==> src/lcf_pkg.sv <==
// constants, types and helpers of the link core control flag bank
// Behaviour
// RULE_01: reserved flag-word bits always read zero
// RULE_02: flag word at set and clear offsets
// RULE_03: ones set or clear, zeros keep, reads return flags
// RULE_04: select set: external input rolls timer over
// RULE_05: select clear: roll over after 3072 ticks
// RULE_06: originator and root: cycle start every rollover
// RULE_07: originator clear: received cycle starts resynchronise timer
// RULE_08: overlong event clears originator enable
// RULE_09: originator set ignored while overlong event stands
// RULE_10: run set: offset advances each tick
// RULE_11: run clear: offset holds still
// RULE_12: phy packets accepted when flag and context enabled
// RULE_13: phy flag never gates self-id reception
// RULE_14: self-id flag set: self-id packets accepted
// RULE_15: host loads self-id buffer pointer before enabling
// RULE_16: root status recorded during bus reset
package lcf_pkg;
	localparam logic [7:0] SET_OFFSET = 8'hE0;
	localparam logic [7:0] CLR_OFFSET = 8'hE4;
	localparam logic [7:0] STAT_OFFSET = 8'hF0;
	localparam int ORIGIN_SEL_BIT = 22;
	localparam int ORIGINATOR_BIT = 21;
	localparam int RUN_BIT = 20;
	localparam int PHY_PKT_BIT = 10;
	localparam int SELFID_BIT = 9;
	localparam int STAT_ROOT_BIT = 30;
	localparam int STAT_OVERLONG_BIT = 25;
	localparam logic [31:0] FLAG_MASK = 32'h0070_0600;
	localparam logic [31:0] FLAG_RESET = 32'h0000_0000;
	localparam logic [1:0] RESP_OKAY = 2'h0;
	localparam logic [1:0] RESP_SLVERR = 2'h2;
	localparam int CLK_HZ = 200000000;
	localparam int TICK_HZ = 24576000;
	localparam int NCO_GCD = 8000;
	localparam logic [15:0] NCO_STEP = 16'(TICK_HZ / NCO_GCD);
	localparam logic [15:0] NCO_MOD = 16'(CLK_HZ / NCO_GCD);
	localparam int CYCLE_TICKS = 3072;
	localparam logic [11:0] OFFSET_LAST = 12'(CYCLE_TICKS - 1);
	localparam logic [11:0] OFFSET_MAX = 12'hFFF;

	typedef enum logic [1:0] {WR_IDLE = 2'b01, WR_RESP = 2'b10} lcf_wr_state_type;
	typedef enum logic [1:0] {RD_IDLE = 2'b01, RD_DATA = 2'b10} lcf_rd_state_type;
	typedef enum logic [3:0] {
		SEL_SET = 4'b0001, SEL_CLR = 4'b0010, SEL_STAT = 4'b0100, SEL_NONE = 4'b1000
	} lcf_sel_type;

	typedef struct packed {
		logic run;
		logic ext_select;
		logic resync;
	} lcf_timer_ctl_type;

	typedef struct packed {
		logic rollover;
		logic [11:0] offset;
	} lcf_timer_stat_type;

	typedef struct packed {
		logic [14:0] nco;
		logic [11:0] offset;
		logic rollover;
		logic ext_prev;
	} lcf_timer_state_type;

	localparam lcf_timer_state_type TIMER_RESET = '{15'h0000, 12'h000, 1'b0, 1'b0};

	typedef struct packed {
		lcf_wr_state_type wst;
		lcf_rd_state_type rst;
		logic aw_got;
		logic w_got;
		logic [7:0] awaddr;
		logic [31:0] wdata;
		logic [3:0] wstrb;
		logic awready;
		logic wready;
		logic bvalid;
		logic [1:0] bresp;
		logic arready;
		logic rvalid;
		logic [31:0] rdata;
		logic [1:0] rresp;
		logic [31:0] flags;
		logic root;
		logic cycle_start;
		logic phy_accept;
		logic selfid_accept;
	} lcf_bank_state_type;

	localparam lcf_bank_state_type BANK_RESET = '{WR_IDLE, RD_IDLE, 1'b0, 1'b0, 8'h00,
		32'h0000_0000, 4'h0, 1'b1, 1'b1, 1'b0, RESP_OKAY, 1'b1, 1'b0, 32'h0000_0000,
		RESP_OKAY, FLAG_RESET, 1'b0, 1'b0, 1'b0, 1'b0};

	function automatic lcf_sel_type lcf_decode(input logic [7:0] addr);
		lcf_sel_type sel;
		if (addr[7:2] == SET_OFFSET[7:2]) begin
			sel = SEL_SET;
		end else if (addr[7:2] == CLR_OFFSET[7:2]) begin
			sel = SEL_CLR;
		end else if (addr[7:2] == STAT_OFFSET[7:2]) begin
			sel = SEL_STAT;
		end else begin
			sel = SEL_NONE;
		end
		return sel;
	endfunction : lcf_decode

	function automatic logic [31:0] lcf_strobe_mask(input logic [3:0] strb);
		return {{8{strb[3]}}, {8{strb[2]}}, {8{strb[1]}}, {8{strb[0]}}};
	endfunction : lcf_strobe_mask
endpackage : lcf_pkg

==> src/lcf_cycle_timer.sv <==
// cycle timer offset counter with its 24.576 MHz tick generator
`timescale 1ns/10ps
`default_nettype none
module lcf_cycle_timer (
	input wire logic clk_sys_in,
	input wire logic srst_in,
	input wire lcf_pkg::lcf_timer_ctl_type ctl_in,
	input wire logic external_cycle_input_in,
	output lcf_pkg::lcf_timer_stat_type stat_out
);
	import lcf_pkg::*;

	lcf_timer_state_type st_ff;
	lcf_timer_state_type nxt_st;
	logic [15:0] nco_sum;
	logic tick;
	logic ext_event;

	// fractional divider: 3072/25000 of the system clock, jitter of one clock per tick
	always_comb begin
		nxt_st = st_ff;
		nxt_st.rollover = 1'b0;
		nxt_st.ext_prev = external_cycle_input_in;
		ext_event = external_cycle_input_in && !st_ff.ext_prev;
		nco_sum = {1'b0, st_ff.nco} + NCO_STEP;
		tick = nco_sum >= NCO_MOD;
		nxt_st.nco = tick ? 15'(nco_sum - NCO_MOD) : nco_sum[14:0];
		if (ctl_in.run) begin // RULE_10 RULE_11
			if (ctl_in.resync) begin
				nxt_st.offset = 12'h000; // RULE_07
			end else if (ctl_in.ext_select) begin
				if (ext_event) begin
					nxt_st.offset = 12'h000; // RULE_04
					nxt_st.rollover = 1'b1;
				end else if (tick && st_ff.offset != OFFSET_MAX) begin
					// saturates if the external cycle never comes
					nxt_st.offset = st_ff.offset + 12'h001;
				end
			end else if (tick) begin
				if (st_ff.offset == OFFSET_LAST) begin
					nxt_st.offset = 12'h000; // RULE_05
					nxt_st.rollover = 1'b1;
				end else begin
					nxt_st.offset = st_ff.offset + 12'h001; // RULE_10
				end
			end
		end
	end

	always_ff @(posedge clk_sys_in) begin
		if (srst_in) begin
			st_ff <= TIMER_RESET;
		end else begin
			st_ff <= nxt_st;
		end
	end

	assign stat_out = '{st_ff.rollover, st_ff.offset};
endmodule : lcf_cycle_timer
`default_nettype wire

==> src/lcf_link_flags.sv <==
// link core control flag bank with AXI4-Lite slave and cycle timer
`timescale 1ns/10ps
`default_nettype none
module lcf_link_flags (
	input wire logic clk_sys_in,
	input wire logic srst_in,
	input wire logic [7:0] s_axi_awaddr_in,
	input wire logic s_axi_awvalid_in,
	output logic s_axi_awready_out,
	input wire logic [31:0] s_axi_wdata_in,
	input wire logic [3:0] s_axi_wstrb_in,
	input wire logic s_axi_wvalid_in,
	output logic s_axi_wready_out,
	output logic [1:0] s_axi_bresp_out,
	output logic s_axi_bvalid_out,
	input wire logic s_axi_bready_in,
	input wire logic [7:0] s_axi_araddr_in,
	input wire logic s_axi_arvalid_in,
	output logic s_axi_arready_out,
	output logic [31:0] s_axi_rdata_out,
	output logic [1:0] s_axi_rresp_out,
	output logic s_axi_rvalid_out,
	input wire logic s_axi_rready_in,
	input wire logic external_cycle_input_in,
	input wire logic phy_bus_reset_in,
	input wire logic phy_root_in,
	input wire logic overlong_cycle_event_in,
	input wire logic rx_cycle_start_in,
	input wire logic async_receive_request_context_in,
	output logic cycle_start_out,
	output logic [11:0] cycle_offset_out,
	output logic cycle_rollover_out,
	output logic accept_phy_packets_out,
	output logic accept_selfid_packets_out,
	output logic root_status_out
);
	import lcf_pkg::*;

	lcf_bank_state_type st_ff;
	lcf_bank_state_type nxt_st;
	lcf_timer_ctl_type timer_ctl;
	lcf_timer_stat_type timer_stat;
	lcf_sel_type wr_sel;
	lcf_sel_type rd_sel;
	logic wr_fire;
	logic rd_fire;
	logic [31:0] wr_mask;
	logic [31:0] nxt_flags;

	always_comb begin
		nxt_st = st_ff;
		wr_fire = 1'b0;
		wr_sel = SEL_NONE;
		wr_mask = 32'h0000_0000;
		rd_fire = 1'b0;
		rd_sel = lcf_decode(s_axi_araddr_in);
		nxt_flags = st_ff.flags;

		// address and data are taken independently, in either order
		if (st_ff.awready && s_axi_awvalid_in) begin
			nxt_st.aw_got = 1'b1;
			nxt_st.awaddr = s_axi_awaddr_in;
		end
		if (st_ff.wready && s_axi_wvalid_in) begin
			nxt_st.w_got = 1'b1;
			nxt_st.wdata = s_axi_wdata_in;
			nxt_st.wstrb = s_axi_wstrb_in;
		end

		case (st_ff.wst)
			WR_IDLE: begin
				if (nxt_st.aw_got && nxt_st.w_got) begin
					wr_fire = 1'b1;
					wr_sel = lcf_decode(nxt_st.awaddr); // RULE_02
					wr_mask = nxt_st.wdata & lcf_strobe_mask(nxt_st.wstrb) & FLAG_MASK;
					nxt_st.bvalid = 1'b1;
					if (wr_sel == SEL_SET || wr_sel == SEL_CLR) begin
						nxt_st.bresp = RESP_OKAY;
					end else begin
						nxt_st.bresp = RESP_SLVERR;
					end
					nxt_st.wst = WR_RESP;
				end
			end
			WR_RESP: begin
				if (s_axi_bready_in) begin
					nxt_st.bvalid = 1'b0;
					nxt_st.aw_got = 1'b0;
					nxt_st.w_got = 1'b0;
					nxt_st.wst = WR_IDLE;
				end
			end
			default: begin
				nxt_st.wst = WR_IDLE;
			end
		endcase
		nxt_st.awready = (nxt_st.wst == WR_IDLE) && !nxt_st.aw_got;
		nxt_st.wready = (nxt_st.wst == WR_IDLE) && !nxt_st.w_got;

		// set and clear ports act on the one flag word
		if (wr_fire && wr_sel == SEL_SET) begin
			nxt_flags = nxt_flags | wr_mask; // RULE_03
		end
		if (wr_fire && wr_sel == SEL_CLR) begin
			nxt_flags = nxt_flags & ~wr_mask; // RULE_03
		end
		// level of the event both clears the enable and blocks any set
		if (overlong_cycle_event_in) begin
			nxt_flags[ORIGINATOR_BIT] = 1'b0; // RULE_08 RULE_09
		end
		nxt_st.flags = nxt_flags & FLAG_MASK; // RULE_01

		case (st_ff.rst)
			RD_IDLE: begin
				if (st_ff.arready && s_axi_arvalid_in) begin
					rd_fire = 1'b1;
					nxt_st.rvalid = 1'b1;
					nxt_st.rst = RD_DATA;
					nxt_st.rresp = RESP_OKAY;
					if (rd_sel == SEL_SET || rd_sel == SEL_CLR) begin
						nxt_st.rdata = st_ff.flags & FLAG_MASK; // RULE_02 RULE_01
					end else if (rd_sel == SEL_STAT) begin
						nxt_st.rdata = 32'h0000_0000;
						nxt_st.rdata[STAT_ROOT_BIT] = st_ff.root;
						nxt_st.rdata[STAT_OVERLONG_BIT] = overlong_cycle_event_in;
						nxt_st.rdata[11:0] = timer_stat.offset;
					end else begin
						nxt_st.rdata = 32'h0000_0000;
						nxt_st.rresp = RESP_SLVERR;
					end
				end
			end
			RD_DATA: begin
				if (s_axi_rready_in) begin
					nxt_st.rvalid = 1'b0;
					nxt_st.rst = RD_IDLE;
				end
			end
			default: begin
				nxt_st.rst = RD_IDLE;
			end
		endcase
		nxt_st.arready = nxt_st.rst == RD_IDLE;

		// root is only sampled while the phy holds bus reset
		if (phy_bus_reset_in) begin
			nxt_st.root = phy_root_in; // RULE_16
		end
		nxt_st.cycle_start = timer_stat.rollover && st_ff.flags[ORIGINATOR_BIT]
			&& st_ff.root; // RULE_06
		nxt_st.phy_accept = st_ff.flags[PHY_PKT_BIT]
			&& async_receive_request_context_in; // RULE_12
		nxt_st.selfid_accept = st_ff.flags[SELFID_BIT]; // RULE_14 RULE_13
	end

	always_ff @(posedge clk_sys_in) begin
		if (srst_in) begin
			st_ff <= BANK_RESET;
		end else begin
			st_ff <= nxt_st;
		end
	end

	// received cycle starts only steer the timer when this node is not the originator
	always_comb begin
		timer_ctl.run = st_ff.flags[RUN_BIT]; // RULE_10 RULE_11
		timer_ctl.ext_select = st_ff.flags[ORIGIN_SEL_BIT]; // RULE_04 RULE_05
		timer_ctl.resync = rx_cycle_start_in && !st_ff.flags[ORIGINATOR_BIT]; // RULE_07
	end

	lcf_cycle_timer u_timer (
		.clk_sys_in(clk_sys_in),
		.srst_in(srst_in),
		.ctl_in(timer_ctl),
		.external_cycle_input_in(external_cycle_input_in),
		.stat_out(timer_stat)
	);

	assign s_axi_awready_out = st_ff.awready;
	assign s_axi_wready_out = st_ff.wready;
	assign s_axi_bresp_out = st_ff.bresp;
	assign s_axi_bvalid_out = st_ff.bvalid;
	assign s_axi_arready_out = st_ff.arready;
	assign s_axi_rdata_out = st_ff.rdata;
	assign s_axi_rresp_out = st_ff.rresp;
	assign s_axi_rvalid_out = st_ff.rvalid;
	assign cycle_start_out = st_ff.cycle_start;
	assign cycle_offset_out = timer_stat.offset;
	assign cycle_rollover_out = timer_stat.rollover;
	assign accept_phy_packets_out = st_ff.phy_accept;
	assign accept_selfid_packets_out = st_ff.selfid_accept;
	assign root_status_out = st_ff.root;
endmodule : lcf_link_flags
`default_nettype wire

==> config.mk <==
export PLATFORM = sky130hd
export DESIGN_NAME = lcf_link_flags
export DESIGN_NICKNAME = d
export VERILOG_FILES = /design/src/lcf_pkg.sv /design/src/lcf_cycle_timer.sv /design/src/lcf_link_flags.sv
export SDC_FILE = /design/constraint.sdc
export NUM_CORES = 1
export LEC_CHECK = 0
export ABC_CLOCK_PERIOD_IN_PS = 2900
export BUFFER_PORTS_ARGS = -buffer_cell sky130_fd_sc_hd__buf_4
export CAP_MARGIN = 5
export CORE_MARGIN = 2
export CORE_UTILIZATION = 30
export DETAILED_ROUTE_END_ITERATION = 12
export PLACE_DENSITY = 0.59
export SYNTH_ARGS = -nofsm -noshare
export SYNTH_HDL_FRONTEND = slang
export SYNTH_SLANG_ARGS = --single-unit
==> constraint.sdc <==
create_clock -name clk_sys_in -period 2.9 [get_ports clk_sys_in]
set_input_delay 0.29 -clock clk_sys_in [delete_from_list [all_inputs] [get_ports clk_sys_in]]
set_output_delay 0.29 -clock clk_sys_in [all_outputs]
set_load 0.02 [all_outputs]
# Word-level counts from Yosys, hierarchy flattened
# Cells that the tools add are included.
# W data, S select, Z words.
[totals]
latch_bits = 0
ff_bits = 129
word_cells = 139
out_inout_bits = 58
inputBits = 65
mem_bits_rw = 0
n_memories = 0
mem_bits_ro = 0
[op_classes]
div = 0
bitwise_logic = 5
magnitude_cmp = 1
eq_ne = 26
shift = 0
muxes = 48
n_reduce_logical = 30
multipliers = 0
addsub = 3
[op_table]
columns = ["cell", "n"]
rows = [
  ["$mux W23", 4],
  ["$mux W12", 4],
  ["$and A23 B23 Y23", 2],
  ["$mux W4", 10],
  ["$eq A6 B6 Y1 const B", 6],
  ["$mux W36", 1],
  ["$mux W35", 1],
  ["$mux W32", 1],
  ["$mux W31", 1],
  ["$mux W13", 2],
  ["$not A23 Y23", 1],
  ["$or A23 B23 Y23", 1],
  ["$mux W2", 9],
  ["$add A15 B12 Y16 const B", 1],
  ["$ge A16 B15 Y1 const B", 1],
  ["$mux W15", 1],
  ["$sub A15 B15 Y15 const B", 1],
  ["$logic_and A1 B1 Y1", 14],
  ["$add A12 B1 Y12 const B", 1],
  ["$eq A12 B12 Y1 const B", 1],
  ["$eq A4 B1 Y1 const B", 3],
  ["$eq A4 B2 Y1 const B", 3],
  ["$ne A12 B12 Y1 const B", 1],
  ["$reduce_and A3 Y1", 3],
  ["18 further kinds", 40],
]

# Logic depth before layout (Yosys ltp)
# Gate-level depths: netlist (run 1).
[logic_depth]
word_depth = 15
mapped_depth = 10

# Hierarchy
# A second synthesis (run 1) with hierarchy kept.
[hier_totals]
cells_unflattened = 484
hier_area_um2 = 4060.1
[modules_own_cells]
columns = ["mod", "seq_area_each_um2", "area_per_inst_um2", "cells_each", "n_inst"]
rows = [
  ["lcf_link_flags", 1041.0, 2393.5, 282, 1],
  ["lcf_cycle_timer", 520.5, 1666.6, 202, 1],
]

# Least setup slack after synthesis (run 1)
# Ideal clock, no wire load.
[synth_timing]
path_kind = "register -> register"
start = "register u_timer.st_ff[24] (netlist name)"
end = "register u_timer.st_ff (netlist bit u_timer.stat_out[4])"
arrival_ns = 2.220
setup_ns = 0.074
t_required_ns = 2.826
stages_incl_launch_ff = 10
path_buffers = 1
setup_slack_ns = 0.606
path_cell_list = "dfxtp_1 > clkbuf_1 > inv_1 > ha_1 > nand4_1 > o31ai_1 > a21oi_2 > a211o_2 > or4_1 > a31oi_1"
[synth_between]
elab_chain_cells = 5
elab_cells_between_ends = 6
cone_classes = "add/sub: 1; order compare: 1; eq/ne: 1; reduce/logical: 3"
[synth_rtl]
columns = ["item", "line", "text"]
rows = [
  ["from (decl)", "lcf_cycle_timer.sv:13", "lcf_timer_state_type st_ff;"],
  ["from (signal assigned)", "lcf_cycle_timer.sv:54", "st_ff <= nxt_st;"],
  ["$add A15 B12 Y16 *", "lcf_cycle_timer.sv:25", "nco_sum = {1'b0, st_ff.nco} + NCO_STEP;"],
  ["$ge A16 B15 Y1 *", "lcf_cycle_timer.sv:26", "tick = nco_sum >= NCO_MOD;"],
  ["$logic_and A1 B1 Y1", "lcf_cycle_timer.sv:35", "end else if (tick && st_ff.offset != OFFSET_MAX) begin"],
  ["$ne A4 B1 Y1 (no source line)", "-", ""],
  ["$reduce_and A3 Y1 (no source line) *", "-", ""],
]
# Mark *: on every way between the ends. The rest lies on a longest branch, timed or not.
# A chain may end at the register's enable or synchronous reset.

# Final worst setup path (run 1)
[layout_timing]
start = "register u_timer.st_ff (netlist bit u_timer.stat_out[0])"
end = "register u_timer.st_ff (netlist bit u_timer.stat_out[10])"
[layout_between]
elab_chain_cells = 5
elab_cells_between_ends = 12
cone_classes = "add/sub: 1; eq/ne: 3; mux: 6; reduce/logical: 2"
[layout_rtl]
columns = ["item", "line", "text"]
rows = [
  ["$add A12 B1 Y12 or $eq A12 B12 Y1 (tied branches)", "lcf_cycle_timer.sv:37, lcf_cycle_timer.sv:44, lcf_cycle_timer.sv:40", ""],
  ["$mux W12 (on tied branches)", "lcf_cycle_timer.sv:40, lcf_cycle_timer.sv:35", ""],
  ["$mux W13 or $mux W12 (tied branches)", "lcf_cycle_timer.sv:39, lcf_cycle_timer.sv:32", ""],
  ["$mux W13", "lcf_cycle_timer.sv:31", "end else if (ctl_in.ext_select) begin"],
  ["$mux W12", "lcf_cycle_timer.sv:29", "if (ctl_in.resync) begin"],
]
# Several ways; a longest one is shown, not always the timed one. The select of a mux whose other input is x is not followed.

==> summary.txt, run 1 <==
Detailed routing
  – Vias/cell: 4.86
  – DR WL/cell: 13.7 microns
  – Antenna Nets Post-Route: 0
  – Vias: roughly 3500
  – Residual DRC count: 0
  – Post-Route WL: roughly 9.8 mm
  – DRT iter0 DRCs: between 200 and 300
  – DR pass1 iterations: 4

CTS
  – Setup bufs post-CTS: 0
  – H-tree levels: 3
  – Clk slew on worst S/H paths: roughly 0.06 ns
  – Skew-Pair Late Insertion Delay: between 0.3 and 0.4 ns
  – CTS root buf: clkbuf_16
  – Num CTS Buffers: 9
  – Clk sinks: 78
  – CTS tree: yes
  – Hold Buf Count CTS: 0
  – PostCTS Resize Cnt: 0
  – Clock buffer depth: 2

Finish
  – Fin nets: 610
  – Synthesis-to-layout area growth: 17.2%
  – Antenna diodes: 0
  – Fraction of layout cells with a size suffix above 1: 0.187
  – Most common cell after layout, fill and taps aside: buf_4
  – Fillers: about 1400
  – Most frequent cells in the layout: 79 x buf_4, 78 x dfxtp_1, 51 x nand2_1, 51 x a21oi_1, 40 x nor2_1

Yosys
  – Synth Instances: about 500
  – Post-synth ARST share: 0
  – Post-synth EDFFs: 0
  – Synthesized cell area: 4060 sq um
  – Ys flop type: dfxtp_1
  – Synthesis Warnings: 0
  – Post-synthesis area per instance: 8.16 sq um
  – Synthesized flop and latch total: between 70 and 80
  – Post-synth cell types: 65
  – Seq/Total Area, Yosys: 0.385

Worst setup path
  – Worst-path cell chain: ha_1 > nand2_1 > or4_4 > o41ai_4 > a211o_2 > a2bb2oi_1 > a21bo_1
  – Crit path kind: flop to flop
  – Slowest stage delay, CP: between 0.5 and 0.6 ns
  – Req. time, crit path: 3.13 ns
  – Critical path arrival: about 2.7 ns
  – Flop2flop setup slack: approximately 0.43 ns
  – Crit path max-delay cell type: or4_4
  – Critical-path maximum fanout: 12
  – Startpoint Class: flop
  – CP Capture Type: flop

Timing
  – Worst slew pin tran: approximately 0.8 ns
  – Worst Clk Skew: 0.00498 ns
  – RSZ-0062 raised after global routing: false
  – Setup total negative slack: 0 ns
  – Endpoints failing setup: 0
  – FMAX: between 400 and 500 MHz
  – Fin. max-slew vios: 0
  – Fin crit period: ~2.5 ns
  – Normalized max-slew margin: 0.454
  – Final Hold Fails: 0
  – Final cycle utilization of the critical path: 0.851

Global routing
  – Antenna violations before repair: 0
  – All-Layer GR Usage: 0.138
  – Wire length of the first global-routing pass: around 16 mm
  – GR Overflow Total: 0
  – Vias in the first global route: between 3000 and 4000
  – Largest net degree at the start of global routing: between 60 and 70

Die
  – Rows: 42
  – Core box area: between 10000 and 15000 sq um
  – Boundary Pins: ~120
  – Die Y: roughly 120 microns
  – Die area: 14500 sq um
  – Effective utilization at floorplan: 0.306
  – DIE WIDTH: 120 microns

Power and ir drop
  – Pleak: 0.00188 uW
  – Power per cell area: between 600 and 700 nW/um^2
  – Total power draw: between 3000 and 4000 uW
  – VDD IR max: between 0.3 and 0.4 mV

Job
  – # Max-Cap Violations: 0

Placed design
  – GP Congestion: 0.836
  – PortBufs: a little over 70
  – DP HPWL: slightly above 7 mm

Worst hold path
  – Hold Path Class: primary input to flop

Run status
  – Status: completed
-- flip-flops by register name, summed over array words and instances, names as in the netlist --
name,flops
accept_phy_packets_out,1
accept_selfid_packets_out,1
cycle_start_out,1
nxt_st,1
root_status_out,1
s_axi_arready_out,1
s_axi_awready_out,1
s_axi_bresp_out,1
s_axi_bvalid_out,1
s_axi_rdata_out,17
s_axi_rresp_out,1
s_axi_rvalid_out,1
s_axi_wready_out,1
st_ff,23
u_timer.st_ff,13
u_timer.stat_out,13
-- cells in the mapped netlist (3+ instances only) --
master    number  area [sq um]
mux2i_1       10           100
clkbuf_1      15          56.3
nor2_1        40           150
o21ai_0       11          55.1
nor3_1        13          65.1
dfxtp_1       78          1560
nand2_1       51           191
inv_1         16          60.1
o21ai_1        7          35.0
nor2b_1        7          43.8
nand4b_1       3          26.3
and2_1         6          37.5
o21a_1         5          37.5
or3_1          6          37.5
a221o_1        4          40.0
nor3b_1        4          30.0
nand2b_1       5          31.3
a21oi_1       51           255
o211ai_1       4          30.0
and3_1         4          25.0
nor4_1         5          31.3
buf_4         48           360
ha_1          10           125
a21o_1         6          45.0
nand3_1       37           185
-- final timing paths --
path / from / to / cells past startpoint
setup / recovery: u_timer.stat_out[0] / u_timer.stat_out[10] / 7
hold / removal: overlong_cycle_event_in / st_ff[25] / 2
setup reg to reg: u_timer.stat_out[0] / u_timer.stat_out[10] / 7
hold reg to reg: s_axi_rdata_out[4] / s_axi_rdata_out[4] / 2
-- where the power goes --
group	internal, uW	switching (uW)	total, uW
Clock	598	426	1020
Sequential	1190	101	1300
Combinational	301	476	777
-- layout make-up --
type                            count  area, sq um  share of cell area
Clock inverter                      4         22.5             0.00474
Clock buffer                       12          246              0.0518
Inverter                           16         60.1              0.0126
Tap cell                          176          220              0.0463
Multi-Input combinational cell    351         2050               0.431
Timing Repair Buffer               79          593               0.125
Sequential cell                    78         1560               0.328
-- worst max-delay path, delay by kind of cell, from the launching register on --
kind	cells	cell delay [ns]
AOI/OAI and AO/OA	4	1.06
adders and majority gates	1	0.27
DFF	1	0.42
and+or+nand+nor	2	0.61
-- per-layer routing --
layer	vias up	global-route usage	wire, microns
met3	11	0.0358	420
met5	-	0	0
li1	1757	-	-
met4	0	0.0385	109
met2	73	0.236	4690
met1	1642	0.173	4600
-- cell families (layout without fill, tap and decap cells) --
logic type	count (synthesis)	after routing	share of synthesized area
and+or+nand+nor	195	195	0.237
buffers and inverters	84	111	0.125
other	1	17	0.000924
AOI/OAI and AO/OA	114	114	0.185
xor gates and xnor gates	4	4	0.00864
DFF	78	78	0.385
muxes	11	11	0.0274
adders and majority gates	10	10	0.0308
-- through the flow --
step | hold WS [ns] | util | setup WS [ns] | std cells | instance area, sq um
floorplan | 0.369 | - | 0.606 | 513 | 4120
global placement | 0.440 | 0.339 | 0.446 | 700 | 4490
detailed placement | 0.446 | 0.339 | 0.435 | 700 | 4490
CTS | 0.122 | 0.359 | 0.427 | 716 | 4750
global route | 0.118 | 0.359 | 0.213 | 716 | 4750
finish | 0.132 | 0.359 | 0.432 | 716 | 4750
(Power assumes the default switching activity.)
==> run 2: changes to the inputs <==
Settings changed: CORE_UTILIZATION 30 to 45, PLACE_DENSITY 0.59 to 0.79.
==> run 2 against run 1 <==
Sequential power is essentially flat. Wire length shrank 6.2%. Final area shrank 3.8%. Critical path depth is the same. Global-route usage grew 5.4 points. Die area shrank 32%. Worst setup slack lost 0.022 ns. Fmax shrank 0.88%. Via count grew 1.7%. Non-clock buffer count shrank 3. Clock-buffer cell count shrank 1. Total power shrank 7.2%. Largest cell class unchanged.
==> summary.txt, run 2 (synthesis results as in run 1) <==
Detailed routing
  – Vias/cell: 5.50
  – DR pass1 iterations: 5
  – DR WL/cell: between 10 and 15 microns
  – DRT iter0 DRCs: ~150
  – Antenna Nets Post-Route: 0
  – Residual DRC count: 0
  – Vias: 3543
  – Post-Route WL: between 9 and 10 mm

Timing
  – Fin crit period: around 2.5 ns
  – Worst Clk Skew: 0.00694 ns
  – Final cycle utilization of the critical path: 0.859
  – Setup total negative slack: 0 ns
  – Fin. max-slew vios: 0
  – Final Hold Fails: 0
  – Endpoints failing setup: 0
  – Normalized max-slew margin: 0.477
  – FMAX: about 400 MHz
  – RSZ-0062 raised after global routing: false
  – Worst slew pin tran: just under 0.8 ns
  – Final hold slack: 0.107 ns

Run status
  – Status: completed

Worst setup path
  – Critical path arrival: ~2.7 ns
  – Crit path max-delay cell type: or4_4
  – Startpoint Class: flop
  – CP bufs+invs: 0
  – Flop2flop setup slack: roughly 0.41 ns
  – Worst path top cell family by delay: compound AO/OA/AOI/OAI gates
  – Slowest stage delay, CP: ~0.55 ns
  – Worst R2R Start: u_timer.stat_out[0]
  – Crit path kind: flop to flop
  – Worst-path cell chain: ha_1 > nand2_1 > or4_4 > o41ai_4 > a211o_2 > a2bb2oi_1 > a21bo_1
  – R2r worst-path depth: 7
  – Critical-path maximum fanout: 12
  – Req. time, crit path: 3.15 ns
  – Reg-to-reg endpoint: u_timer.stat_out[10]
  – CP Capture Type: flop

Die
  – Boundary Pins: ~120
  – Effective utilization at floorplan: 0.465
  – Die Y: around 99 microns
  – Die area: slightly below 10000 sq um
  – Rows: 34
  – DIE WIDTH: slightly below 100 microns
  – Core box area: approximately 8700 sq um

CTS
  – Hold Buf Count CTS: 0
  – Clk sinks: between 70 and 80
  – Clk slew on worst S/H paths: 0.08 ns
  – Clock buffer depth: 2
  – H-tree levels: 3
  – PostCTS Resize Cnt: 0
  – CTS tree: yes
  – CTS root buf: clkbuf_8
  – Skew-Pair Late Insertion Delay: about 0.35 ns
  – Num CTS Buffers: 9
  – Setup bufs post-CTS: 0

Finish
  – Max FFs per register: 23
  – Fin nets: just over 600
  – Most frequent cells in the layout: 78 x dfxtp_1, 76 x buf_4, 51 x nand2_1, 51 x a21oi_1, 40 x nor2_1
  – Fraction of layout cells with a size suffix above 1: 0.185
  – Fillers: approximately 820
  – Biggest register: st_ff
  – Synthesis-to-layout area growth: 12.7%
  – Antenna diodes: 0
  – Fin util: 0.524
  – Most common cell after layout, fill and taps aside: dfxtp_1

Worst hold path
  – Worst Hold End: st_ff[25]
  – Hold Crit Depth: 2
  – Hold Startpoint: overlong_cycle_event_in
  – Hold Path Class: primary input to flop

Power and ir drop
  – Total power draw: between 2000 and 3000 uW
  – Pleak: 0.00183 uW
  – VDD IR max: roughly 0.48 mV
  – Power per cell area: 629 nW/um^2

Global routing
  – Antenna violations before repair: 0
  – GR Overflow Total: 0
  – Largest net degree at the start of global routing: just under 70
  – Wire length of the first global-routing pass: ~15 mm
  – All-Layer GR Usage: 0.192
  – Vias in the first global route: around 3400

Placed design
  – PortBufs: 72
  – GP Congestion: between 0.9 and 1
  – DP HPWL: ~6.7 mm

Job
  – # Max-Cap Violations: 0
## run 2: changes by cell type in the layout (fill, tap and decap cells not counted)
cell       previous run  this run
clkinv_2              3         2
bufinv_16             0         1
clkbuf_1              2         1
clkbuf_8              1        10
nor3b_2               0         1
buf_4                79        76
clkbuf_16             9         0
nor3b_1               4         3
## run 2: area by class of cell
class	count	area (sq um)	area share
Timing Repair Buffer	76	571	0.125
Tap cell	108	135	0.0296
Inverter	16	60.1	0.0131
Sequential cell	78	1560	0.342
Multi-Input combinational cell	351	2060	0.450
Clock inverter	4	47.5	0.0104
Clock buffer	11	141	0.0309
## run 2: routing by layer
layer  vias up  track usage  share of wire
met5         -            0              0
met4         0       0.0706          0.012
met3        11       0.0660          0.075
met2       104        0.314           0.47
met1      1678        0.235           0.44
li1       1750            -              -
## run 2: stage by stage
| step | setup slack [ns] | std cells | instance area (sq um) |
|---|---|---|---|
| floorplan | 0.606 | 513 | 4120 |
| global placement | 0.482 | 629 | 4380 |
| global route | 0.246 | 644 | 4570 |
| finish | 0.410 | 644 | 4570 |
| detailed placement | 0.426 | 629 | 4380 |
| CTS | 0.409 | 644 | 4570 |
## run 2: worst max-delay path by stage
stage,from,cells past startpoint,slack (ns),end
final,u_timer.stat_out[0],7,0.41,u_timer.stat_out[10]
after global routing,u_timer.stat_out[0],7,0.25,u_timer.stat_out[10]
after CTS,u_timer.stat_out[0],7,0.41,u_timer.stat_out[10]
after detailed placement,u_timer.stat_out[0],7,0.43,u_timer.stat_out[10]
after global placement,u_timer.stat_out[0],7,0.48,u_timer.stat_out[10]
after floorplan,u_timer.st_ff[24],9,0.61,u_timer.stat_out[4]
## run 2: power by group
group | internal [uW] | leakage, uW | switching (uW) | total (uW)
clock network | 414 | 0.0000952 | 387 | 801
registers | 1190 | 0.000635 | 100 | 1290
logic | 303 | 0.00110 | 478 | 780
total | 1910 | 0.00183 | 965 | 2870
==> run 3: changes to the inputs <==
Settings changed: CELL_PAD_IN_SITES_DETAIL_PLACEMENT set to 1, CELL_PAD_IN_SITES_GLOBAL_PLACEMENT set to 1, CORE_UTILIZATION 45 to 37, PLACE_DENSITY 0.79 to 0.87.
==> run 3 against run 2 <==
Clock-buffer cell count fell by 1. Global-route usage decreased by 0.16 points. Total power decreased by 1.9%. Sequential power barely moved. Core utilization down 9.8 points. Fmax down 1.6%. Final cell count increased by 5.3%. Highest routed layer unchanged.
==> summary.txt, run 3 (synthesis results as in run 1) <==
Run status
  – Status: completed

Worst setup path
  – Slowest stage delay, CP: roughly 0.54 ns
  – Req. time, crit path: 3.16 ns
  – Critical path arrival: 2.79 ns
  – Startpoint Class: flop
  – Worst-path cell chain: ha_1 > nand2_1 > or4_4 > o41ai_4 > a211o_2 > a2bb2oi_1 > a21bo_1
  – CP bufs+invs: 0
  – Worst path top cell family by delay: compound AO/OA/AOI/OAI gates
  – Crit path kind: flop to flop
  – Flop2flop setup slack: roughly 0.37 ns
  – Critical-path maximum fanout: 12
  – CP Capture Type: flop
  – Crit path max-delay cell type: or4_4

Die
  – Core box area: around 11000 sq um
  – Die area: 11800 sq um
  – Effective utilization at floorplan: 0.376
  – Boundary Pins: approximately 120
  – DIE WIDTH: 109 microns
  – Die Y: between 100 and 150 microns
  – Rows: 38

CTS
  – H-tree levels: 3
  – Hold Buf Count CTS: 0
  – PostCTS Resize Cnt: 0
  – Setup bufs post-CTS: 0
  – Skew-Pair Late Insertion Delay: 0.35 ns
  – Clock buffer depth: 2
  – Num CTS Buffers: 9
  – CTS tree: yes
  – CTS root buf: clkbuf_8
  – Clk sinks: just under 80
  – Clk slew on worst S/H paths: roughly 0.090 ns

Timing
  – Worst Clk Skew: roughly 0.017 ns
  – Final cycle utilization of the critical path: 0.873
  – Endpoints failing setup: 0
  – Worst slew pin tran: 0.818 ns
  – Fin crit period: roughly 2.5 ns
  – RSZ-0062 raised after global routing: false
  – Final Hold Fails: 0
  – Final hold slack: 0.134 ns
  – Setup WS post-layout: 0.369 ns
  – FMAX: about 400 MHz
  – Fin. max-slew vios: 0
  – Setup total negative slack: 0 ns
  – Normalized max-slew margin: 0.454

Finish
  – Fillers: approximately 1300
  – Fraction of layout cells with a size suffix above 1: 0.188
  – Storage element area: 1560 sq um
  – Most frequent cells in the layout: 78 x dfxtp_1, 78 x buf_4, 51 x nand2_1, 51 x a21oi_1, 40 x nor2_1
  – Fin nets: 609
  – Biggest register: st_ff
  – Synthesis-to-layout area growth: 13.4%
  – Area occupied by multi-input gates: 2060 sq um
  – Max FFs per register: 23
  – Antenna diodes: 0

Global routing
  – All-Layer GR Usage: 0.191
  – Antenna violations before repair: 0
  – GR Overflow Total: 0
  – Met2 Use GR: 0.348
  – Largest net degree at the start of global routing: between 60 and 70
  – Vias in the first global route: 3773
  – Met3 Resource Use GR: 0.0424
  – GRT Max-Usage Layer: met2
  – Met1 GRT Util: 0.218
  – Wire length of the first global-routing pass: roughly 18 mm

Placed design
  – DP HPWL: ~8.0 mm
  – PortBufs: 72
  – GP Congestion: slightly above 0.8
  – Pre-CTS setup slack: about 0.37 ns

Power and ir drop
  – VDD IR max: 0.334 mV
  – Comb pwr share: 0.286
  – Pleak: between 0.0015 and 0.002 uW
  – Psw: roughly 1000 uW
  – Int Power: between 1500 and 2000 uW
  – Register share of total power: 0.459
  – Clock power frac: 0.255
  – Sw Ratio: 0.358
  – Power per cell area: around 610 nW/um^2

Job
  – # Max-Cap Violations: 0

Detailed routing
  – DRT iter0 DRCs: approximately 160
  – DR WL/cell: between 15 and 20 microns
  – Post-Route WL: roughly 11 mm
  – Residual DRC count: 0
  – Vias: about 3600
  – Antenna Nets Post-Route: 0
  – Vias/cell: approximately 5.3
  – DR pass1 iterations: 4

Worst hold path
  – Hold Path Class: primary input to flop
-- run 3: routing by layer --
layer  vias up  routed length (microns)
li1       1754                        -
met1      1741                     4390
met2        91                     5440
met3        21                      498
met4         0                      266
met5         -                        0
-- run 3: final timing paths --
path / start / to / depth (start not counted)
setup / recovery: u_timer.stat_out[0] / u_timer.stat_out[10] / 7
hold / removal: overlong_cycle_event_in / st_ff[25] / 2
setup reg to reg: u_timer.stat_out[0] / u_timer.stat_out[10] / 7
hold reg to reg: st_ff[14] / accept_phy_packets_out / 2
-- run 3: layout make-up --
type | instances | area share
Multi-Input combinational cell | 351 | 0.447
Tap cell | 140 | 0.0381
Inverter | 16 | 0.0131
Timing Repair Buffer | 78 | 0.127
Clock buffer | 10 | 0.0277
Clock inverter | 5 | 0.00761
Sequential cell | 78 | 0.339
-- run 3: power by group through the flow --
stage / Clock (uW) / Combinational, uW / Sequential [uW]
2_1_floorplan: 0 / 585 / 1320
3_3_place_gp: 0 / 771 / 1310
3_5_place_dp: 0 / 812 / 1320
4_1_cts: 737 / 816 / 1290
5_1_grt: 783 / 911 / 1320
6_report: 719 / 808 / 1290
-- run 3: through the flow --
step | area (sq um) | instances | utilization | total power (uW)
after floorplan | 4120 | 513 | - | 1900
after global placement | 4440 | 663 | 0.411 | 2080
after detailed placement | 4440 | 663 | 0.411 | 2130
after CTS | 4600 | 678 | 0.426 | 2850
after global routing | 4600 | 678 | 0.426 | 3010
final | 4600 | 678 | 0.426 | 2820
